File: src/rtl/prs_map.vh
// Purpose: Register offsets, field positions, limits and timing counts.
// Assumes: APB byte addressing, one aligned 32-bit word per register.
// Notes:   Definitions only.
`ifndef PRS_MAP_VH
`define PRS_MAP_VH
// ==========================================================================
// Register byte offsets
`define PRS_OFS_CTRL      12'h000
`define PRS_OFS_STATUS    12'h004
`define PRS_OFS_EXT_SP    12'h008
`define PRS_OFS_IMIN_A    12'h00C
`define PRS_OFS_IMAX_A    12'h010
`define PRS_OFS_IMIN_B    12'h014
`define PRS_OFS_IMAX_B    12'h018
`define PRS_OFS_RAMP_UA   12'h01C
`define PRS_OFS_RAMP_DA   12'h020
`define PRS_OFS_RAMP_UB   12'h024
`define PRS_OFS_RAMP_DB   12'h028
`define PRS_OFS_DITHER    12'h02C
`define PRS_OFS_OFFSET    12'h030
`define PRS_OFS_WINDOW    12'h034
`define PRS_OFS_CUR_OUT   12'h038
`define PRS_OFS_FIX_BASE  12'h040
// ==========================================================================
// Control field positions
`define PRS_CTL_FIXSEL_LO 0
`define PRS_CTL_FIXSEL_HI 2
`define PRS_CTL_MODE_LO   4
`define PRS_CTL_MODE_HI   5
`define PRS_CTL_INV       8
`define PRS_CTL_ADJ_MIN   9
`define PRS_CTL_ADJ_MAX   10
`define PRS_CTL_STORE     16
// ==========================================================================
// Limits in steps of the stated resolution
`define PRS_PCT_FULL      11'h3E8
`define PRS_IMIN_MAX      9'h1DB
`define PRS_IMAX_MAX      10'h384
`define PRS_RAMP_MAX      10'h3FC
`define PRS_DLEVEL_MAX    7'h63
`define PRS_DFREQ_LAST    4'hC
`define PRS_OFS_LIM       8'h7C
`define PRS_WIN_MAX       7'h7C
`define PRS_MODE_OFFSET   2'h1
// ==========================================================================
// Timing
`define PRS_RAMP_STEP_NS  50000000
`define PRS_CLK_NS        40
`define PRS_TICK_CYC      (`PRS_RAMP_STEP_NS / `PRS_CLK_NS)
`endif

File: src/rtl/prs_setpoint.v
// Purpose: Preset selection, ramping and current mapping for two solenoids.
// Assumes: APB slave on core_clk; nonvolatile store done by an outside engine.
// Notes:   Percent in 0.1% steps, currents in 2 mA steps.
// Overview of operation
// - Selected fixed preset overrides external preset.
// - Fixed presets in 0.1% steps, max 100%.
// - Positive drives solenoid A, negative B.
// - 0% maps Imin, 100% maps Imax.
// - Imin up to 950 mA, 2 mA.
// - Imax up to 1800 mA, 2 mA.
// - Adjusting Imin/Imax forces 0%/100% internally.
// - Dither frequency from thirteen fixed values.
// - Dither level up to 198 mA, 2 mA.
// - Offset only in mode 2, bounded.
// - Window width per input, bounded; the code keeps one window register for all inputs.
// - Linear ramp, separate up/down per solenoid.
// - Ramp up time full rise, 51 s.
// - Ramp down time full fall, 51 s.
// - Entered values quantised and clamped; a dither rate code above 12 is dropped, not clamped.
// - Store command saves all parameters.
// - Inversion swaps 0% and 100%.
// - Four operating modes, numbered 1 to 4.
//
// Design decisions made here: the register addresses and the APB register port.
`include "prs_map.vh"
`timescale 1ns/1ns
`default_nettype none
module prs_setpoint #(
    parameter TICK_CYC = `PRS_TICK_CYC
) (
    // Clock and reset
    input  wire        core_clk,
    input  wire        resetn,
    // APB
    input  wire        psel,
    input  wire        penable,
    input  wire        pwrite,
    input  wire [11:0] paddr,
    input  wire [31:0] pwdata,
    output wire [31:0] prdata,
    output wire        pready,
    output wire        pslverr,
    // Nonvolatile store engine
    output reg         store_req_ff,
    input  wire        store_done,
    // Solenoid current setpoints in 2 mA steps
    output reg  [9:0]  cur_a_ff,
    output reg  [9:0]  cur_b_ff,
    output reg         sol_a_on_ff,
    output reg         sol_b_on_ff,
    // Dither settings
    output wire [3:0]  dither_freq_sel,
    output wire [6:0]  dither_level
);
// ==========================================================================
// Registers
reg  [31:0] ctrl_ff;
reg  [11:0] ext_sp_ff;
reg  [8:0]  imin_a_ff, imin_b_ff;
reg  [9:0]  imax_a_ff, imax_b_ff;
reg  [9:0]  ramp_ua_ff, ramp_da_ff, ramp_ub_ff, ramp_db_ff;
reg  [3:0]  dfreq_ff;
reg  [6:0]  dlevel_ff;
reg  [7:0]  offset_ff;
reg  [6:0]  win_ff;
reg  [11:0] fix_ff [0:6];
reg  [31:0] rd;
reg         hit;
integer     i;

wire        wr = psel & penable & pwrite;
wire [2:0]  fixsel = ctrl_ff[`PRS_CTL_FIXSEL_HI:`PRS_CTL_FIXSEL_LO];
wire [1:0]  mode = ctrl_ff[`PRS_CTL_MODE_HI:`PRS_CTL_MODE_LO];
wire [3:0]  fix_idx = paddr[5:2];
// Fixed values sit one word apart; a slot past the seventh is unmapped.
wire        fix_hit = (paddr[11:6] == 6'h01) && (fix_idx < 4'h7);

assign pready = 1'b1;
assign pslverr = psel & penable & ~hit;
assign prdata = (psel & ~pwrite) ? rd : 32'h0;
assign dither_freq_sel = dfreq_ff;
assign dither_level = dlevel_ff;

// Magnitude clamp of a signed 0.1% value to full scale.
function [11:0] clamp_pct;
    input [31:0] v;
    reg   [31:0] m;
    begin
        m = v[31] ? (~v + 32'h1) : v;
        if (m > {21'h0, `PRS_PCT_FULL})
            m = {21'h0, `PRS_PCT_FULL};
        clamp_pct = v[31] ? (~m[11:0] + 12'h1) : m[11:0];
    end
endfunction

function [9:0] clamp10;
    input [31:0] v;
    input [9:0]  lim;
    begin
        clamp10 = (v > {22'h0, lim}) ? lim : v[9:0];
    end
endfunction

// Clamped write values, cut to the width of their registers.
wire [9:0]  imin_wr = clamp10(pwdata, {1'b0, `PRS_IMIN_MAX});
wire [31:0] ofs_mag = pwdata[31] ? (~pwdata + 32'h1) : pwdata;

// ==========================================================================
// Register writes
always @(posedge core_clk or negedge resetn) begin
    if (!resetn) begin
        ctrl_ff    <= 32'h0;
        ext_sp_ff  <= 12'h0;
        imin_a_ff  <= 9'h0;
        imin_b_ff  <= 9'h0;
        imax_a_ff  <= 10'h0;
        imax_b_ff  <= 10'h0;
        ramp_ua_ff <= 10'h0;
        ramp_da_ff <= 10'h0;
        ramp_ub_ff <= 10'h0;
        ramp_db_ff <= 10'h0;
        dfreq_ff   <= 4'h0;
        dlevel_ff  <= 7'h0;
        offset_ff  <= 8'h0;
        win_ff     <= 7'h0;
        for (i = 0; i < 7; i = i + 1)
            fix_ff[i] <= 12'h0;
    end else if (wr) begin
        case (paddr)
        `PRS_OFS_CTRL: begin
            ctrl_ff <= {21'h0, pwdata[10:8], 2'h0, pwdata[5:4], 1'b0,
                        pwdata[2:0]};
        end
        `PRS_OFS_EXT_SP:  ext_sp_ff <= clamp_pct(pwdata);
        `PRS_OFS_IMIN_A:  imin_a_ff <= imin_wr[8:0];
        `PRS_OFS_IMAX_A:  imax_a_ff <= clamp10(pwdata, `PRS_IMAX_MAX);
        `PRS_OFS_IMIN_B:  imin_b_ff <= imin_wr[8:0];
        `PRS_OFS_IMAX_B:  imax_b_ff <= clamp10(pwdata, `PRS_IMAX_MAX);
        `PRS_OFS_RAMP_UA: ramp_ua_ff <= clamp10(pwdata, `PRS_RAMP_MAX);
        `PRS_OFS_RAMP_DA: ramp_da_ff <= clamp10(pwdata, `PRS_RAMP_MAX);
        `PRS_OFS_RAMP_UB: ramp_ub_ff <= clamp10(pwdata, `PRS_RAMP_MAX);
        `PRS_OFS_RAMP_DB: ramp_db_ff <= clamp10(pwdata, `PRS_RAMP_MAX);
        `PRS_OFS_DITHER: begin
            // An unlisted rate code is dropped, so the dither keeps its last rate.
            if (pwdata[3:0] <= `PRS_DFREQ_LAST)
                dfreq_ff <= pwdata[3:0];
            if (pwdata[14:8] > `PRS_DLEVEL_MAX)
                dlevel_ff <= `PRS_DLEVEL_MAX;
            else
                dlevel_ff <= pwdata[14:8];
        end
        `PRS_OFS_OFFSET: begin
            // Offset is locked outside mode 2 so stale trims cannot creep in.
            if (mode == `PRS_MODE_OFFSET) begin
                if (!pwdata[31] && ofs_mag > {24'h0, `PRS_OFS_LIM})
                    offset_ff <= `PRS_OFS_LIM;
                else if (pwdata[31] && ofs_mag > {24'h0, `PRS_OFS_LIM})
                    offset_ff <= ~`PRS_OFS_LIM + 8'h1;
                else
                    offset_ff <= pwdata[7:0];
            end
        end
        `PRS_OFS_WINDOW: begin
            if (pwdata > {25'h0, `PRS_WIN_MAX})
                win_ff <= `PRS_WIN_MAX;
            else
                win_ff <= pwdata[6:0];
        end
        default: begin
            if (fix_hit)
                fix_ff[fix_idx[2:0]] <= clamp_pct(pwdata);
        end
        endcase
    end
end

// ==========================================================================
// Store request: set by the command, cleared by the engine.
// Set wins over clear so a command in the done cycle is not lost.
always @(posedge core_clk or negedge resetn) begin
    if (!resetn)
        store_req_ff <= 1'b0;
    else if (wr && paddr == `PRS_OFS_CTRL && pwdata[`PRS_CTL_STORE])
        store_req_ff <= 1'b1;
    else if (store_done)
        store_req_ff <= 1'b0;
end

// ==========================================================================
// Preset selection
// Code 0 picks the external input; fixed values are numbered from one.
wire [11:0] sel_sp  = (fixsel != 3'h0) ? fix_ff[fixsel - 3'h1] : ext_sp_ff;
wire        sel_neg = sel_sp[11];
wire [11:0] sel_mag = sel_neg ? (~sel_sp + 12'h1) : sel_sp;
wire [10:0] tgt_a = sel_neg ? 11'h0 : sel_mag[10:0];
wire [10:0] tgt_b = sel_neg ? sel_mag[10:0] : 11'h0;

// ==========================================================================
// Ramp tick
// A shorter TICK_CYC only speeds up simulation; ramp units stay one tick.
reg [31:0] tick_cnt_ff;
wire       tick = (tick_cnt_ff == TICK_CYC - 1);
always @(posedge core_clk or negedge resetn) begin
    if (!resetn)
        tick_cnt_ff <= 32'h0;
    else
        tick_cnt_ff <= tick ? 32'h0 : tick_cnt_ff + 32'h1;
end

// Ramp state per solenoid in 0.1% units scaled by 1024 for fractional steps.
reg  [20:0] pos_a_ff, pos_b_ff;
reg  [20:0] nxt_pos_a, nxt_pos_b;

function [20:0] ramp_step;
    input [20:0] pos;
    input [10:0] tgt;
    input [9:0]  t_up;
    input [9:0]  t_dn;
    reg   [20:0] goal;
    reg   [20:0] inc;
    begin
        goal = {tgt, 10'h0};
        if (pos < goal) begin
            inc = (t_up == 10'h0) ? 21'h1FFFFF
                : ({`PRS_PCT_FULL, 10'h0} / {11'h0, t_up});
            ramp_step = (t_up == 10'h0 || goal - pos <= inc) ? goal : pos + inc;
        end else begin
            inc = (t_dn == 10'h0) ? 21'h1FFFFF
                : ({`PRS_PCT_FULL, 10'h0} / {11'h0, t_dn});
            ramp_step = (t_dn == 10'h0 || pos - goal <= inc) ? goal : pos - inc;
        end
    end
endfunction

always @* begin
    nxt_pos_a = pos_a_ff;
    nxt_pos_b = pos_b_ff;
    if (tick) begin
        nxt_pos_a = ramp_step(pos_a_ff, tgt_a, ramp_ua_ff, ramp_da_ff);
        nxt_pos_b = ramp_step(pos_b_ff, tgt_b, ramp_ub_ff, ramp_db_ff);
    end
end

always @(posedge core_clk or negedge resetn) begin
    if (!resetn) begin
        pos_a_ff <= 21'h0;
        pos_b_ff <= 21'h0;
    end else begin
        pos_a_ff <= nxt_pos_a;
        pos_b_ff <= nxt_pos_b;
    end
end

// Ramp is busy until both channels sit exactly on their targets.
wire        busy_a = (pos_a_ff != {tgt_a, 10'h0});
wire        busy_b = (pos_b_ff != {tgt_b, 10'h0});

// ==========================================================================
// Current mapping
// A span with Imax below Imin collapses to Imin rather than wrapping.
function [9:0] map_cur;
    input [10:0] pct;
    input        on;
    input        inv;
    input        adj_min;
    input        adj_max;
    input [8:0]  imin;
    input [9:0]  imax;
    reg   [10:0] p;
    reg   [21:0] span;
    begin
        p = inv ? (`PRS_PCT_FULL - pct) : pct;
        if (adj_min)
            p = 11'h0;
        else if (adj_max)
            p = `PRS_PCT_FULL;
        span = (imax > {1'b0, imin}) ? ({12'h0, imax} - {13'h0, imin}) : 22'h0;
        span = (span * {11'h0, p}) / {11'h0, `PRS_PCT_FULL};
        map_cur = (on | adj_min | adj_max) ? ({1'b0, imin} + span[9:0]) : 10'h0;
    end
endfunction

wire [10:0] eff_a = pos_a_ff[20:10];
wire [10:0] eff_b = pos_b_ff[20:10];
wire        inv = ctrl_ff[`PRS_CTL_INV];
wire        amin = ctrl_ff[`PRS_CTL_ADJ_MIN];
wire        amax = ctrl_ff[`PRS_CTL_ADJ_MAX];
// At a zero ramp level, A stays powered for a non-negative preset; B for a negative one only when inverted.
wire        on_a = (eff_a != 11'h0) | (~sel_neg & ~inv) | (inv & ~sel_neg);
wire        on_b = (eff_b != 11'h0) | (sel_neg & inv) | (inv & sel_neg);

wire [9:0]  nxt_cur_a = map_cur(eff_a, on_a, inv, amin, amax, imin_a_ff, imax_a_ff);
wire [9:0]  nxt_cur_b = map_cur(eff_b, on_b, inv, amin, amax, imin_b_ff, imax_b_ff);
wire        nxt_on_a  = on_a | amin | amax;
wire        nxt_on_b  = on_b | amin | amax;

always @(posedge core_clk or negedge resetn) begin
    if (!resetn) begin
        cur_a_ff    <= 10'h0;
        cur_b_ff    <= 10'h0;
        sol_a_on_ff <= 1'b0;
        sol_b_on_ff <= 1'b0;
    end else begin
        cur_a_ff    <= nxt_cur_a;
        cur_b_ff    <= nxt_cur_b;
        sol_a_on_ff <= nxt_on_a;
        sol_b_on_ff <= nxt_on_b;
    end
end

// ==========================================================================
// Read mux
// Unmapped reads return zero and raise pslverr instead of aliasing.
always @* begin
    rd  = 32'h0;
    hit = 1'b1;
    case (paddr)
    `PRS_OFS_CTRL:    rd = ctrl_ff;
    `PRS_OFS_STATUS:  rd = {30'h0, busy_a | busy_b, store_req_ff};
    `PRS_OFS_EXT_SP:  rd = {{20{ext_sp_ff[11]}}, ext_sp_ff};
    `PRS_OFS_IMIN_A:  rd = {23'h0, imin_a_ff};
    `PRS_OFS_IMAX_A:  rd = {22'h0, imax_a_ff};
    `PRS_OFS_IMIN_B:  rd = {23'h0, imin_b_ff};
    `PRS_OFS_IMAX_B:  rd = {22'h0, imax_b_ff};
    `PRS_OFS_RAMP_UA: rd = {22'h0, ramp_ua_ff};
    `PRS_OFS_RAMP_DA: rd = {22'h0, ramp_da_ff};
    `PRS_OFS_RAMP_UB: rd = {22'h0, ramp_ub_ff};
    `PRS_OFS_RAMP_DB: rd = {22'h0, ramp_db_ff};
    `PRS_OFS_DITHER:  rd = {17'h0, dlevel_ff, 4'h0, dfreq_ff};
    `PRS_OFS_OFFSET:  rd = {{24{offset_ff[7]}}, offset_ff};
    `PRS_OFS_WINDOW:  rd = {25'h0, win_ff};
    `PRS_OFS_CUR_OUT: rd = {6'h0, cur_b_ff, 6'h0, cur_a_ff};
    default: begin
        if (fix_hit)
            rd = {{20{fix_ff[fix_idx[2:0]][11]}}, fix_ff[fix_idx[2:0]]};
        else
            hit = 1'b0;
    end
    endcase
end

endmodule
`default_nettype wire

File: config.mk
export PLATFORM = sky130hd
export DESIGN_NAME = prs_setpoint
export DESIGN_NICKNAME = d
export VERILOG_FILES = /design/src/rtl/prs_setpoint.v
export VERILOG_INCLUDE_DIRS = /design/src /design/src/rtl
export SDC_FILE = /design/constraint.sdc
export NUM_CORES = 2
export LEC_CHECK = 0
export ABC_AREA = 1
export BUFFER_PORTS_ARGS = -buffer_cell sky130_fd_sc_hd__buf_4
export CAP_MARGIN = 20
export CORE_UTILIZATION = 35
export CTS_CLUSTER_SIZE = 16
export DETAILED_ROUTE_END_ITERATION = 10
export HOLD_SLACK_MARGIN = 0.05
export RECOVER_POWER = 100
export SYNTH_ARGS = -nofsm -noshare
export SYNTH_HDL_FRONTEND = slang
export SYNTH_SLANG_ARGS = --single-unit
export TNS_END_PERCENT = 1
File: constraint.sdc
create_clock -name core_clk -period 52.4 [get_ports core_clk]
set_clock_uncertainty 0.05 [all_clocks]
set_input_delay 5.24 -clock core_clk [delete_from_list [all_inputs] [get_ports core_clk]]
set_output_delay 5.24 -clock core_clk [all_outputs]
set_load 0.05 [all_outputs]
* Word level (Yosys, flattened, before mapping) *
Cells that the tools add are included.

cells by class
  $add $sub $neg = 20
  $mul = 2
  div/mod/pow operators = 6
  order comparisons = 20
  equal/unequal tests = 19
  shifts and indexed selects = 0
  multiplexer cells = 57
  bitwise gates (word level) = 27
  reduce and logical (&&, ||, !) cells = 37

operator list
  operator                count
  $pmux 32 s15            1
  $mux 21                 10
  $mux 12                 14
  $mux 32                 4
  $sub 21x21->21          6
  $mux 11                 9
  $gt 32x10->1 const B    3
  $bwmux 84               1
  $div 20x10->21 const A  4
  $eq 12x6->1 const B     7
  $le 21x21->1            4
  $bmux 12 s3             2
  $add 32x1->32 const B   2
  $gt 32x7->1 const B     2
  $eq 12x5->1 const B     4
  $div 22x10->22 const B  2
  $mul 22x11->22          2
  $mux 22                 2
  $add 21x21->21          2
  $lt 21x21->1            2
  $ne 21x21->1            2
  $logic_not 10->1        4
  $mux 10                 4
  $demux 12 s3            1
  other kinds (40)        94

storage, ports and cells
  bits in registers = 305
  bits in latches = 0
  RAM bits = 0
  bits in read-only memories = 0
  input port bits = 50
  word-level logic and storage cells = 217
  memories kept = 0

* Longest topological paths before layout *
  depth after elaboration = 15
  depth in mapped cells = 313

* Least setup slack after synthesis *
Ideal clock, no wire load.

  path kind = reg-to-reg
  from = reg ramp_ua_ff[1]
  to = reg pos_a_ff[20]
  arrival = 37.066 ns
  required time = 52.212 ns
  setup slack = 15.145 ns
  stages on the path, launching flop included = 300
  cell sequence = dfrtp_1 > inv_1 > ha_1 > o211a_1 > nand2_1 > inv_1 > nand2_1 > ha_1 > o21ai_0 > nand2_1 > nand3_1 > or2_1 > nand2_1 > ha_1 > inv_1 > o21bai_1 > nand2_1 > nand2_1 > [264 not listed] > inv_1 > o21ai_0 > inv_1 > o21ai_0 > inv_1 > o21ai_0 > inv_1 > o21ai_0 > nand3_1 > nand2_1 > nand3_1 > nand2_1 > a21oi_1 > nor2_1 > nor2_1 > xor2_1 > o21ai_0 > a31oi_1

on the way
  cells in the longest elaborated chain, start to end = 6

ends and longest elaborated chain
  what                                                line                                                        RTL
  start, declared                                     prs_setpoint.v:61                                           reg [9:0] ramp_ua_ff, ramp_da_ff, ramp_ub_ff, ramp_db_ff;
  start signal, assigned                              prs_setpoint.v:139                                          `PRS_OFS_RAMP_UA: ramp_ua_ff <= clamp10(pwdata, `PRS_RAMP_MAX);
  $div 20x10->21 or $logic_not 10->1 (tied branches)  prs_setpoint.v:225, prs_setpoint.v:224, prs_setpoint.v:226
  $mux 21                                             prs_setpoint.v:224                                          inc = (t_up == 10'h0) ? 21'h1FFFFF
  $le 21x21->1                                        prs_setpoint.v:226                                          ramp_step = (t_up == 10'h0 || goal - pos <= inc) ? goal : pos + inc;
  $logic_or 1x1->1                                    prs_setpoint.v:226
  $mux 21 *                                           prs_setpoint.v:226
  $mux 21 *                                           prs_setpoint.v:223                                          if (pos < goal) begin
  end signal, assigned                                prs_setpoint.v:249                                          pos_a_ff <= nxt_pos_a;
  end, declared                                       prs_setpoint.v:211                                          reg [20:0] pos_a_ff, pos_b_ff;

Every way passes the cells marked *; elsewhere a longest branch is shown, timed or not.
A chain may end at the register's enable or synchronous reset.

* Worst setup path after layout *
  from = reg ramp_da_ff[7]
  to = reg pos_a_ff[20]

on the way
  cells in the longest elaborated chain, start to end = 6

ends and longest elaborated chain
  what                                                line                                                        RTL
  start, declared                                     prs_setpoint.v:61
  start signal, assigned                              prs_setpoint.v:140                                          `PRS_OFS_RAMP_DA: ramp_da_ff <= clamp10(pwdata, `PRS_RAMP_MAX);
  $div 20x10->21 or $logic_not 10->1 (tied branches)  prs_setpoint.v:229, prs_setpoint.v:228, prs_setpoint.v:230
  $mux 21                                             prs_setpoint.v:228                                          inc = (t_dn == 10'h0) ? 21'h1FFFFF
  $le 21x21->1                                        prs_setpoint.v:230                                          ramp_step = (t_dn == 10'h0 || pos - goal <= inc) ? goal : pos - inc;
  $logic_or 1x1->1                                    prs_setpoint.v:230
  $mux 21 *                                           prs_setpoint.v:230
  $mux 21 *                                           prs_setpoint.v:223

Marks and branches as above.

==> impl_metrics.toml <==
[synthesis]
synthSimpleGateAreaFrac_pct = 32.9
synth_mux_area_share_pct = 0.0254
synthAdderAreaFrac_pct = 20.2
ys_top_cells_by_count = "nand2_1, inv_1, nor2_1"
synth-edff-count = 0
syn_area_per_cell_sq_um = 6.18
ys_types = 87
ys_ff_latch = 305
netlist_area_sq_um = 78700
synthXorXnorAreaFrac_pct = 8.37
synth_largest_area_cell = "ha_1"
yosys_warnings = 0
synth_top_family_by_area = "simple AND/OR/NAND/NOR gates"
synth_area_leaders = "ha_1, nand2_1, dfrtp_1"
ys.flop_type = "dfrtp_1"
synth_cells = 12736
yosysSeqAreaShare_pct = 9.70
yosysMostFrequentCell = "nand2_1"
synth_top_area_share_pct = 14.0
synth-compound-area-share_pct = 17.7
synthArstFlopShare_pct = 100

[min_path]
hold_start = "tick_cnt_ff[0]"
hp-class = "reg -> reg"

[placement]
dpl.hpwl_mm = 210
place_area_sq_um = 82800
io_buffers = 116
finalWeightedCongestion = 0.986

[sta]
post-route-min-period_ps = 46180
post-route-period-util_pct = 88.1
rsz0062_at_grt = "false"
setup_tns_ps = 0
fmax_ghz = 0.0217
relSlewSlack_pct = -252
tightest_slew_ps = 5290
drv_slew = 475
setup_viol = 0
hold_viol_final = 0

[clock_tree]
post_cts_buffers = 0
ctsHoldBuffers = 0
cts_tree = "yes"
cts_buffers = 37
cts.repair.resized = 0
clockBufferDepth = 3
cts.sinks = 305
root_buffer = "clkbuf_16"
clk_pin_slew_ps = 70
worstSkewPairLatency_ps = 600
htreeDepth = 2

[worst_setup_path]
worst_path_most_repeated_cell = "nand2_1"
crit_fanout = 27
cp-start-kind = "flop"
end_kind = "flop"
worstPathArrival_ps = 46530
cp_data_required_time_ps = 52750
max_stage_delay_ps = 850
cp-startpoint = "ramp_da_ff[7]"
crit_type = "reg -> reg"
timing.rr.start = "ramp_da_ff[7]"
worst_path_max_delay_cell = "a21oi_1"

[die]
core_sq_um = 223000
die_w_microns = 476
die_h_microns = 476
fp.dieArea_sq_um = 227000
row_count = 173
io_pins = 118
start_util_pct = 35.3

[detailed_routing]
routedWlPerCell_microns = 16.3
routed_via_density = 5.18
first_pass_iters = 8
via_count = 81547
postRouteAntennaNets = 0
drtIter0Drc = 6715
drc_errors = 0
drt_wl_total_mm = 257

[cells_and_area]
nets = 13906
utilization_pct = 37.6
layout-drive-gt1-share_pct = 5.69
area_delta_synth_final_pct = 6.36
final_area_sq_um = 83700

[global_routing]
gr-total-overflow = 0
grt_max_degree = 85
antenna_found_initial = 2
grt_pass1_wl_mm = 412
grt_pass1_vias = 75961
grt_use_total_pct = 22.0

[run_status]
status = "finished, violations left"
failed_checks = "capacitance limit, slew limit"

[run]
maxCapViolations = 12
-- final timing paths --
| check | end | slack (ps) | cells after the start |
|---|---|---|---|
| worst min register to register | tick_cnt_ff[0] | 430 | 1 |
| min in group asynchronous | store_req_ff | 6460 | 1 |
| worst max register to register | pos_a_ff[20] | 6220 | 261 |
| worst min-delay path | tick_cnt_ff[0] | 430 | 1 |
| worst max-delay path | pos_a_ff[20] | 6220 | 261 |
| max in group asynchronous | ramp_ua_ff[0] | 38760 | 3 |
-- cell families after synthesis --
group / after synthesis
other cells: 2
buf+inv: 2256
xor+xnor: 751
compound gates: 2470
flops: 305
fa+ha+maj: 1124
mux: 2
simple gates: 5826
-- layout make-up --
| type | instances | area (sq um) |
|---|---|---|
| Fill cell | 24499 | 139000 |
| Clock buffer | 47 | 1040 |
| Sequential cell | 305 | 7640 |
| Antenna cell | 2 | 5.00 |
| Clock inverter | 21 | 258 |
| Timing Repair Buffer | 202 | 1230 |
| Inverter | 2008 | 7550 |
| Multi-Input combinational cell | 10178 | 62200 |
| Tap cell | 2975 | 3720 |
-- flip-flops by register name, indices dropped and copies added, names as in the netlist --
| name | cells |
|---|---|
| imax_a_ff | 10 |
| pos_b_ff | 21 |
| ext_sp_ff | 12 |
| fix_ff | 84 |
| imin_b_ff | 9 |
| offset_ff | 8 |
| ramp_db_ff | 10 |
| ramp_da_ff | 10 |
| tick_cnt_ff | 32 |
| win_ff | 7 |
| dither_freq_sel | 4 |
| ctrl_ff | 8 |
| sol_a_on_ff | 1 |
| cur_a_ff | 10 |
| store_req_ff | 1 |
| cur_b_ff | 10 |
| pos_a_ff | 21 |
| ramp_ub_ff | 10 |
| imax_b_ff | 10 |
| dither_level | 7 |
| imin_a_ff | 9 |
| ramp_ua_ff | 10 |
| sol_b_on_ff | 1 |
-- routing by layer --
metal	wire, microns	global-route usage (%)	share of wire (%)
met1	125000	31.8	49
met2	110000	34.8	43
met3	15400	2.13	6.0
met4	6410	5.11	2.5
met5	13	0	0.0051
-- worst max-delay path, delay by kind of cell (launching register included) --
family,cells,cell delay (ps)
flops,1,380
xor+xnor,1,130
fa+ha+maj,21,7270
buf+inv,36,5760
compound gates,96,18470
simple gates,107,13780
-- through the flow --
stage	std cells	worst slack [ps]	hold slack (ps)
floorplan	12739	15150	383
global placement	15665	7880	403
detailed placement	15665	7980	423
CTS	15733	7810	431
global route	15736	1140	451
finish	15738	6220	432
-- cell usage in the layout (no fill, tap or decap), types with 115 or more instances in the layout --
master   instances
nand2_1       2903
inv_1         1907
nor2_1        1196
o21ai_0        965
ha_1           880
a21oi_1        791
nand3_1        782
xor2_1         518
dfrtp_1        302
fa_1           244
xnor2_1        231
nand4_1        209
nor3_1         190
nand2_2        132
buf_4          123
a31oi_1        115
o21ai_1        115
Power is not shown: default switching activity piles up to over one toggle a cycle in this logic, so the estimate is an artifact.
